`src/hdl/frip_pkg.sv`:
```
package frip_pkg;
  // ==========================================================
  // operation and mode encodings
  typedef enum logic [1:0] {FRIP_OP_IDLE, FRIP_OP_ERASE, FRIP_OP_PROG} frip_op_t;
  typedef enum logic {FRIP_TGT_DATA, FRIP_TGT_ROM} frip_tgt_t;
  typedef enum logic {FRIP_MODE_RAM, FRIP_MODE_ROM} frip_mode_t;
  // ==========================================================
  // timing
  localparam int FRIP_CLK_MHZ            = 125;
  localparam int FRIP_SUSPEND_LATENCY_NS = 200;  // suspend_latency, plain default
  localparam int FRIP_SUSPEND_CYC =
    (FRIP_SUSPEND_LATENCY_NS * FRIP_CLK_MHZ + 999) / 1000;
  localparam int FRIP_RESTART_NS  = 400;         // flash restart after abort
  localparam int FRIP_RESTART_CYC = (FRIP_RESTART_NS * FRIP_CLK_MHZ + 999) / 1000;
  localparam int FRIP_CNT_W = 12;
  localparam logic [FRIP_CNT_W-1:0] FRIP_CNT_ZERO = 12'h000;
  localparam int FRIP_BLK_W = 4;
endpackage

```
`src/hdl/frip_if.sv`:
```
`timescale 1ns/1ps
`default_nettype none
// link between the flash sequencer and the cpu/interrupt controller side
interface frip_if;
  import frip_pkg::*;
  logic                  maskable_ack;   // maskable interrupt acknowledged
  logic                  nonmask_ack;    // non-maskable source acknowledged
  logic                  swexc_ack;      // software-type exception taken
  logic                  handler_start;  // device lets handler run (pulse)
  logic                  irq_pending;    // maskable held on standby
  logic                  flash_reset;    // abort in progress
  logic                  suspended;      // erase suspended
  logic                  busy;           // operation running
  logic                  susp_req_wr;    // software write strobe
  logic                  susp_req_wdata; // value for erase_suspend_request
  logic                  susp_req;       // current erase_suspend_request
  modport dev (input maskable_ack, nonmask_ack, swexc_ack, susp_req_wr, susp_req_wdata,
               output handler_start, irq_pending, flash_reset, suspended, busy, susp_req);
  modport host (output maskable_ack, nonmask_ack, swexc_ack, susp_req_wr, susp_req_wdata,
                input handler_start, irq_pending, flash_reset, suspended, busy, susp_req);
endinterface
`default_nettype wire

```
`src/hdl/frip_dev.sv`:
```
`timescale 1ns/1ps
`default_nettype none
module frip_dev
  import frip_pkg::*;
#(
  parameter int BLK_W = FRIP_BLK_W
)(
  // clock and reset
  input  wire logic             clk,
  input  wire logic             nrst,
  // link to cpu side
  frip_if.dev                   lnk,
  // flash operation control
  input  wire logic             op_start,
  input  wire frip_op_t         op_kind,
  input  wire frip_tgt_t        op_target,
  input  wire logic [BLK_W-1:0] op_block,
  input  wire logic             op_done,
  input  wire frip_mode_t       rewrite_mode,
  input  wire logic             suspend_enable,
  input  wire logic             suspend_on_interrupt_enable,
  // read permission
  input  wire logic [BLK_W-1:0] rd_block,
  output logic                  rd_allow,
  // flash core control
  output logic                  core_run
);
  typedef enum logic [2:0] {S_IDLE, S_RUN, S_SUSP_WAIT, S_SUSP, S_ABORT} frip_st_t;
  frip_st_t         st_r, st_nxt;
  frip_op_t         kind_r, kind_nxt;
  frip_tgt_t        tgt_r, tgt_nxt;
  logic [BLK_W-1:0] blk_r, blk_nxt;
  logic             req_r, req_nxt;
  logic             pend_r, pend_nxt;
  logic             hs_r, hs_nxt;
  logic             rd_r, rd_nxt;
  logic             frst_r, frst_nxt;
  logic             susp_r, susp_nxt;
  logic             busy_r, busy_nxt;
  logic             run_r, run_nxt;
  logic             dly_load, dly_done, dly_abort;
  logic [FRIP_CNT_W-1:0] dly_cnt;
  logic             erase_susp_ok;
  // ==========================================================
  // shared delay counter for suspend latency and restart
  frip_delay #(.W(FRIP_CNT_W)) u_dly (
    .clk   (clk),
    .nrst  (nrst),
    .load  (dly_load),
    .cnt   (dly_cnt),
    .abort (dly_abort),
    .done  (dly_done)
  );
  assign erase_susp_ok = (kind_r == FRIP_OP_ERASE) && suspend_enable;
  // ==========================================================
  // sequencing
  always_comb
  begin
    st_nxt       = st_r;
    kind_nxt     = kind_r;
    tgt_nxt      = tgt_r;
    blk_nxt      = blk_r;
    req_nxt      = req_r;
    pend_nxt     = pend_r;
    hs_nxt       = 1'b0;
    dly_load     = 1'b0;
    dly_abort    = 1'b0;
    dly_cnt      = FRIP_CNT_W'(FRIP_SUSPEND_CYC);
    if (lnk.susp_req_wr)
      req_nxt = lnk.susp_req_wdata;
    unique case (st_r)
      S_IDLE:
      begin
        req_nxt = 1'b0;
        if (lnk.maskable_ack || lnk.swexc_ack || lnk.nonmask_ack)
          hs_nxt = 1'b1;
        if (pend_r)
        begin
          pend_nxt = 1'b0;
          hs_nxt   = 1'b1;
        end
        if (op_start && op_kind != FRIP_OP_IDLE)
        begin
          st_nxt   = S_RUN;
          kind_nxt = op_kind;
          tgt_nxt  = op_target;
          blk_nxt  = op_block;
        end
      end
      S_RUN, S_SUSP_WAIT, S_SUSP:
      begin
        if (tgt_r == FRIP_TGT_ROM && rewrite_mode == FRIP_MODE_RAM && lnk.nonmask_ack)
        begin
          st_nxt   = S_ABORT;
          dly_load = 1'b1;
          dly_cnt  = FRIP_CNT_W'(FRIP_RESTART_CYC);
        end
        else
        begin
          if (lnk.nonmask_ack || lnk.swexc_ack)
            hs_nxt = 1'b1;
          if (lnk.maskable_ack)
          begin
            if (tgt_r == FRIP_TGT_DATA)
            begin
              hs_nxt = 1'b1;
              if (erase_susp_ok && suspend_on_interrupt_enable)
                req_nxt = 1'b1;
            end
            else if (rewrite_mode == FRIP_MODE_ROM)
            begin
              if (erase_susp_ok)
                req_nxt = 1'b1;
              else
                pend_nxt = 1'b1;
            end
            else
              hs_nxt = 1'b1;
          end
          if (st_r == S_RUN && op_done)
          begin
            st_nxt = S_IDLE;
            req_nxt = 1'b0;
          end
          else if (st_r == S_RUN && req_nxt && erase_susp_ok)
          begin
            st_nxt   = S_SUSP_WAIT;
            dly_load = 1'b1;
          end
          else if (st_r == S_SUSP_WAIT && dly_done && req_nxt)
          begin
            st_nxt = S_SUSP;
            if (tgt_r == FRIP_TGT_ROM)
              hs_nxt = 1'b1;
          end
          else if (st_r != S_RUN && !req_nxt)
          begin
            st_nxt    = S_RUN;
            // a cancelled wait must not leave a stale countdown behind
            dly_abort = (st_r == S_SUSP_WAIT);
          end
        end
      end
      S_ABORT:
      begin
        req_nxt = 1'b0;
        if (dly_done)
        begin
          st_nxt = S_IDLE;
          hs_nxt = 1'b1;
        end
      end
      default: st_nxt = S_IDLE;
    endcase
    rd_nxt = (st_nxt == S_IDLE)
             || (st_nxt == S_SUSP && rd_block != blk_nxt);
    // status flags registered from the next state, same timing as a decode
    frst_nxt = (st_nxt == S_ABORT);
    susp_nxt = (st_nxt == S_SUSP);
    busy_nxt = (st_nxt != S_IDLE);
    run_nxt  = (st_nxt == S_RUN);
  end
  // all outputs come straight from these flops
  always_ff @(posedge clk or negedge nrst)
  begin
    if (!nrst)
    begin
      st_r       <= S_IDLE;
      kind_r     <= FRIP_OP_IDLE;
      tgt_r      <= FRIP_TGT_DATA;
      blk_r      <= '0;
      req_r      <= 1'b0;
      pend_r     <= 1'b0;
      hs_r       <= 1'b0;
      rd_r       <= 1'b1;
      frst_r     <= 1'b0;
      susp_r     <= 1'b0;
      busy_r     <= 1'b0;
      run_r      <= 1'b0;
    end
    else
    begin
      st_r       <= st_nxt;
      kind_r     <= kind_nxt;
      tgt_r      <= tgt_nxt;
      blk_r      <= blk_nxt;
      req_r      <= req_nxt;
      pend_r     <= pend_nxt;
      hs_r       <= hs_nxt;
      rd_r       <= rd_nxt;
      frst_r     <= frst_nxt;
      susp_r     <= susp_nxt;
      busy_r     <= busy_nxt;
      run_r      <= run_nxt;
    end
  end
  // ==========================================================
  // outputs
  assign lnk.handler_start = hs_r;
  assign lnk.irq_pending   = pend_r;
  assign lnk.flash_reset   = frst_r;
  assign lnk.suspended     = susp_r;
  assign lnk.busy          = busy_r;
  assign lnk.susp_req      = req_r;
  assign rd_allow          = rd_r;
  assign core_run          = run_r;
endmodule
`default_nettype wire

```
`src/hdl/frip_delay.sv`:
```
`timescale 1ns/1ps
`default_nettype none
// one-shot down counter: done pulses after load plus cnt cycles
module frip_delay
  import frip_pkg::*;
#(
  parameter int W = FRIP_CNT_W
)(
  // clock and reset
  input  wire logic         clk,
  input  wire logic         nrst,
  // control
  input  wire logic         load,
  input  wire logic [W-1:0] cnt,
  input  wire logic         abort,
  output logic              done
);
  logic [W-1:0] cnt_r, cnt_nxt;
  logic         run_r, run_nxt, done_r, done_nxt;
  // ==========================================================
  // counting
  always_comb
  begin
    cnt_nxt  = cnt_r;
    run_nxt  = run_r;
    done_nxt = 1'b0;
    if (abort)
    begin
      run_nxt = 1'b0;
    end
    else if (load)
    begin
      cnt_nxt = cnt;
      run_nxt = 1'b1;
    end
    else if (run_r)
    begin
      if (cnt_r <= W'(1))
      begin
        run_nxt  = 1'b0;
        done_nxt = 1'b1;
      end
      else
      begin
        cnt_nxt = cnt_r - W'(1);
      end
    end
  end
  always_ff @(posedge clk or negedge nrst)
  begin
    if (!nrst)
    begin
      cnt_r  <= '0;
      run_r  <= 1'b0;
      done_r <= 1'b0;
    end
    else
    begin
      cnt_r  <= cnt_nxt;
      run_r  <= run_nxt;
      done_r <= done_nxt;
    end
  end
  assign done = done_r;
endmodule
`default_nettype wire

```
`src/flat_wrapper.sv`:
```
// flat-port wrapper written by rule: the top's interface ports become plain ports
module frip_dev_flat import frip_pkg::*;
#(
  parameter int BLK_W = FRIP_BLK_W
)
  (clk, nrst, op_start, op_kind, op_target, op_block, op_done, rewrite_mode, suspend_enable, suspend_on_interrupt_enable, rd_block, rd_allow, core_run, lnk_maskable_ack, lnk_nonmask_ack, lnk_swexc_ack, lnk_susp_req_wr, lnk_susp_req_wdata, lnk_handler_start, lnk_irq_pending, lnk_flash_reset, lnk_suspended, lnk_busy, lnk_susp_req);
  frip_if lnk_i ();
  input  wire logic clk;
  input  wire logic nrst;
  input  wire logic op_start;
  input  wire frip_op_t op_kind;
  input  wire frip_tgt_t op_target;
  input  wire logic [BLK_W-1:0] op_block;
  input  wire logic op_done;
  input  wire frip_mode_t rewrite_mode;
  input  wire logic suspend_enable;
  input  wire logic suspend_on_interrupt_enable;
  input  wire logic [BLK_W-1:0] rd_block;
  output logic rd_allow;
  output logic core_run;
  input wire logic [$bits(lnk_i.maskable_ack)-1:0] lnk_maskable_ack;
  input wire logic [$bits(lnk_i.nonmask_ack)-1:0] lnk_nonmask_ack;
  input wire logic [$bits(lnk_i.swexc_ack)-1:0] lnk_swexc_ack;
  input wire logic [$bits(lnk_i.susp_req_wr)-1:0] lnk_susp_req_wr;
  input wire logic [$bits(lnk_i.susp_req_wdata)-1:0] lnk_susp_req_wdata;
  output wire logic [$bits(lnk_i.handler_start)-1:0] lnk_handler_start;
  output wire logic [$bits(lnk_i.irq_pending)-1:0] lnk_irq_pending;
  output wire logic [$bits(lnk_i.flash_reset)-1:0] lnk_flash_reset;
  output wire logic [$bits(lnk_i.suspended)-1:0] lnk_suspended;
  output wire logic [$bits(lnk_i.busy)-1:0] lnk_busy;
  output wire logic [$bits(lnk_i.susp_req)-1:0] lnk_susp_req;
  assign lnk_i.maskable_ack = lnk_maskable_ack;
  assign lnk_i.nonmask_ack = lnk_nonmask_ack;
  assign lnk_i.swexc_ack = lnk_swexc_ack;
  assign lnk_i.susp_req_wr = lnk_susp_req_wr;
  assign lnk_i.susp_req_wdata = lnk_susp_req_wdata;
  assign lnk_handler_start = lnk_i.handler_start;
  assign lnk_irq_pending = lnk_i.irq_pending;
  assign lnk_flash_reset = lnk_i.flash_reset;
  assign lnk_suspended = lnk_i.suspended;
  assign lnk_busy = lnk_i.busy;
  assign lnk_susp_req = lnk_i.susp_req;
  frip_dev #(.BLK_W(BLK_W)) u_core (.clk(clk), .nrst(nrst), .lnk(lnk_i), .op_start(op_start), .op_kind(op_kind), .op_target(op_target), .op_block(op_block), .op_done(op_done), .rewrite_mode(rewrite_mode), .suspend_enable(suspend_enable), .suspend_on_interrupt_enable(suspend_on_interrupt_enable), .rd_block(rd_block), .rd_allow(rd_allow), .core_run(core_run));
endmodule
```
`config.mk`:
```
export PLATFORM = sky130hd
export DESIGN_NAME = frip_dev_flat
export DESIGN_NICKNAME = d
export VERILOG_FILES = /design/src/hdl/frip_pkg.sv /design/src/hdl/frip_if.sv /design/src/hdl/frip_dev.sv /design/src/hdl/frip_delay.sv /design/src/flat_wrapper.sv
export SDC_FILE = /design/constraint.sdc
export NUM_CORES = 1
export LEC_CHECK = 0
export ABC_AREA = 1
export BUFFER_PORTS_ARGS = -buffer_cell sky130_fd_sc_hd__buf_2
export CAP_MARGIN = 20
export CORE_MARGIN = 2
export CORE_UTILIZATION = 51
export DETAILED_ROUTE_END_ITERATION = 8
export GPL_ROUTABILITY_DRIVEN = 0
export PLACE_DENSITY = 0.75
export SYNTH_ARGS = -nofsm -noshare
export SYNTH_HDL_FRONTEND = slang
export SYNTH_HIERARCHICAL = 1
export SYNTH_SLANG_ARGS = --single-unit
```
`constraint.sdc`:
```
create_clock -name clk -period 2 [get_ports clk]
set_clock_uncertainty 0.05 [all_clocks]
set_input_delay 0.1 -clock clk [delete_from_list [all_inputs] [get_ports clk]]
set_output_delay 0.1 -clock clk [all_outputs]
set_load 0.005 [all_outputs]
```
==> results.md <==
- Power Density: between 1000 and 1500 nW/um2
- CP max stage delay: ~0.5 ns
- Pins Over Slew Limit: 0
- First-iteration detailed-routing DRC count: ~130
- Die width: 67.7 um
- Insertion delay of the later-clocked pin in the worst-skew pair: 0.28 ns
- Crit-path slowest cell: dfrtp_1
- Max clock buf depth: 2
- Vias per cell: 5.07
- Buf+Inv Stages, Crit Path: 3
- Grt ovf: 0
- Synth top cells by count: nand2_1, inv_1, nor2_1
- R2R setup slack: 0.13 ns
- # H-tree levels: 2
- Top-count cell post-synth: nand2_1
- Vias in the first global route: 1,735
- Pleak: 0.00139 uW
- Final instance area: between 2000 and 3000 um2
- Post-Place Cell Area: 2350 um2
- Type of origin of the critical path: flip-flop
- Comb pwr share: 47.9%
- Sw Share: 43.7%
- Element type at the critical path end: flip-flop
- Antenna cells: 0
- YS warnings: 6
- Antenna viol nets, final: 0
- DR WL/cell: 11.5 um
- Max IR drop VDD: 833 uV
- Total Nets Final: 376
- P_int: 1960 uW
- # DRC: 0
- Final setup viols: 0
- Hold depth: 3
- Synth Cell Area: 2070 um2
- Worst endpoint data arrival time: 1.98 ns
- Least-Margin Pin Slew: around 0.7 ns
- I/O Pins: 31
- Die Y: approximately 68 um
- Synth cell types: 33
- Sequence of cells on the critical path: inv_2 -> nand2_1 -> nor4_1 -> buf_4 -> a21oi_4 -> a21boi_4 -> buf_4 -> nand2_1 -> o21ai_0
- Max Cap Violations: 0
- Placement Rows: 23
- CP max FO: 6
- WL met3: 255 um
- Met1 WL: 1.98 mm
- Post-synth EDFFs: 0
- Ys flop type: dfrtp_1
- Post-Syn Instances: 296
- Rel. slew slack: 53.4%
- Setup ws final: 0.132 ns
- Num CTS Buffers: 5
- Cell count along the critical path: 9
- WL met2: 2.29 mm
- CTS tree: built
- Synth Register Bits: 32
- Sink Count: 32
- Area contributors post-synth: dfrtp_1, nand2_1, nand3_1, inv_1, nor2_1
- Final Hold Fails: 0
- Top Layer Used: met4
- CORE AREA: 3940 um2
- Clk slew on worst S/H paths: 0.07 ns
- Max Freq: 0.535 GHz
- Post-synth top area share: 37.4%
- Critical Path RT: 2.11 ns
- Sw Pwr: 1520 uW
- Synth area leader: dfrtp_1
- Synthesized area per cell: 7.00 um2
- Number of I/O port buffers: 30
- All-layer global routing usage: 21.8%
- Period utilization: 93.4%
- Final Critical Period: about 1.9 ns
- Hold WC Path Type: in -> reg
- Status: complete, no violations
- Global-route wire length before repair: 7.45 mm
- Sequential fraction of the synthesis area: 38.7%
- Pre-antenna DRT Iters: 4
- Reg power frac: 34.2%
- Clk pwr share: 17.9%
- Ys async rst share: 100%
- Initial antenna violation count: 0
- Vias: 2,037
- DP Worst Slack: between 0.06 and 0.07 ns
- Initial Utilization: 52.6%
- Root buffer cell: clkbuf_8
- R2R cell count: 9
- Area grow syn2layout: 22.6%
- Post-Route WL: 4.61 mm
- Pin count of the biggest net entering global routing: 33
- Die area: approximately 4600 um2
- CP top delay family: buffers and inverters
- Layout cells sized above 1: between 20% and 30%
- Crit Path Class: reg -> reg
- Final HPWL from detailed placement: 3.31 mm
[cells in the final DEF (no fill, tap or decap), drive strengths merged]
cell         Yosys  routed
dfstp            1       1
a21boi           2       2
clkinvlp         0       1
buf              1      42
nand4            5       5
clkinv           0       1
o31ai            2       2
nand2          100     101
dfrtp           31      31
clkbuf           2       5
o21ai           18      18
bufinv           0       1
nor4             1       1
a21oi            4       4
inv             41      41
or2              1       1
xor2             1       1
conb             2       8
nor3             5       5
a32o             2       2
nor2            45      45
ha               2       2
nand3           29      29
dlygate4sd3      0       2
nand3b           1       1
[power groups by stage]
stage	Clock, uW	Sequential, uW	Combinational [uW]
after floorplan	0	1150	1200
after CTS	635	1180	1600
final	624	1190	1670
after global placement	0	1180	1540
after global routing	681	1220	1900
after detailed placement	0	1190	1580
[what timing repair did]
action	CTS	global route
gates resized for setup	0	5
setup buffers	0	3
hold buffers	2	0
endpoints found under the setup margin	0	11
hold endpoints to repair	32	0
[state kept, by name (all words and copies together) (netlist names), 2 cells and up]
signal	cells
u_core/kind_r	2
u_core/blk_r	4
u_core/u_dly/cnt_r	12
u_core/st_r	3
[path summary, 6_finish.rpt]
check                                 from                     end
hold / removal                 op_block[2]         u_core/blk_r[2]
max in group asynchronous             nrst   u_core/u_dly/cnt_r[7]
min in group asynchronous             nrst  u_core/lnk.irq_pending
hold reg to reg            u_core/blk_r[2]         u_core/blk_r[2]
setup / recovery            u_core/st_r[2]   u_core/u_dly/cnt_r[1]
setup reg to reg            u_core/st_r[2]   u_core/u_dly/cnt_r[1]
[logic make-up (layout without fill, tap and decap cells)]
kind of cell / Yosys count / after routing / synth area share (%)
AOI/OAI and AO/OA: 28 / 28 / 9.54
xor gates and xnor gates: 1 / 1 / 0.423
adders and majority gates: 2 / 2 / 1.21
buffers and inverters: 44 / 93 / 8.51
DFF: 32 / 32 / 38.7
other: 2 / 8 / 0.362
and+or+nand+nor: 187 / 188 / 41.2
[per-layer routing]
layer / up-vias / global-route usage, %
li1: 1037 / -
met1: 934 / 26.8
met2: 57 / 37.3
met3: 9 / 4.00
met4: 0 / 9.18
met5: - / 0
[stage by stage]
stage | TNS [ns] | util [%] | hold slack [ns] | total power [uW] | std cells
3_5_place_dp | 0 | 59.7 | 0.146 | 2770 | 388
4_1_cts | 0 | 63.0 | 0.00243 | 3420 | 398
2_1_floorplan | 0 | - | -0.246 | 2350 | 302
3_3_place_gp | 0 | 59.7 | 0.146 | 2730 | 388
6_report | 0 | 64.4 | 0.00699 | 3480 | 402
5_1_grt | -0.00488 | 64.4 | 0.0162 | 3810 | 402
[worst reg2reg max path: cells and delay by family, from the launching register on]
kind | cells | cell delay, ns
buf+inv | 3 | 0.51
flops | 1 | 0.50
simple gates | 3 | 0.42
compound gates | 3 | 0.26
[area by class of cell]
type	instances	area [um2]
Clock buffer	5	68.8
Clock inverter	3	42.5
Fill cell	352	1400
Inverter	41	154
Multi-Input combinational cell	227	1150
Sequential cell	32	802
Tap cell	50	62.6
Timing Repair Buffer	44	260
Note: power is estimated with default switching activity, not from simulation.
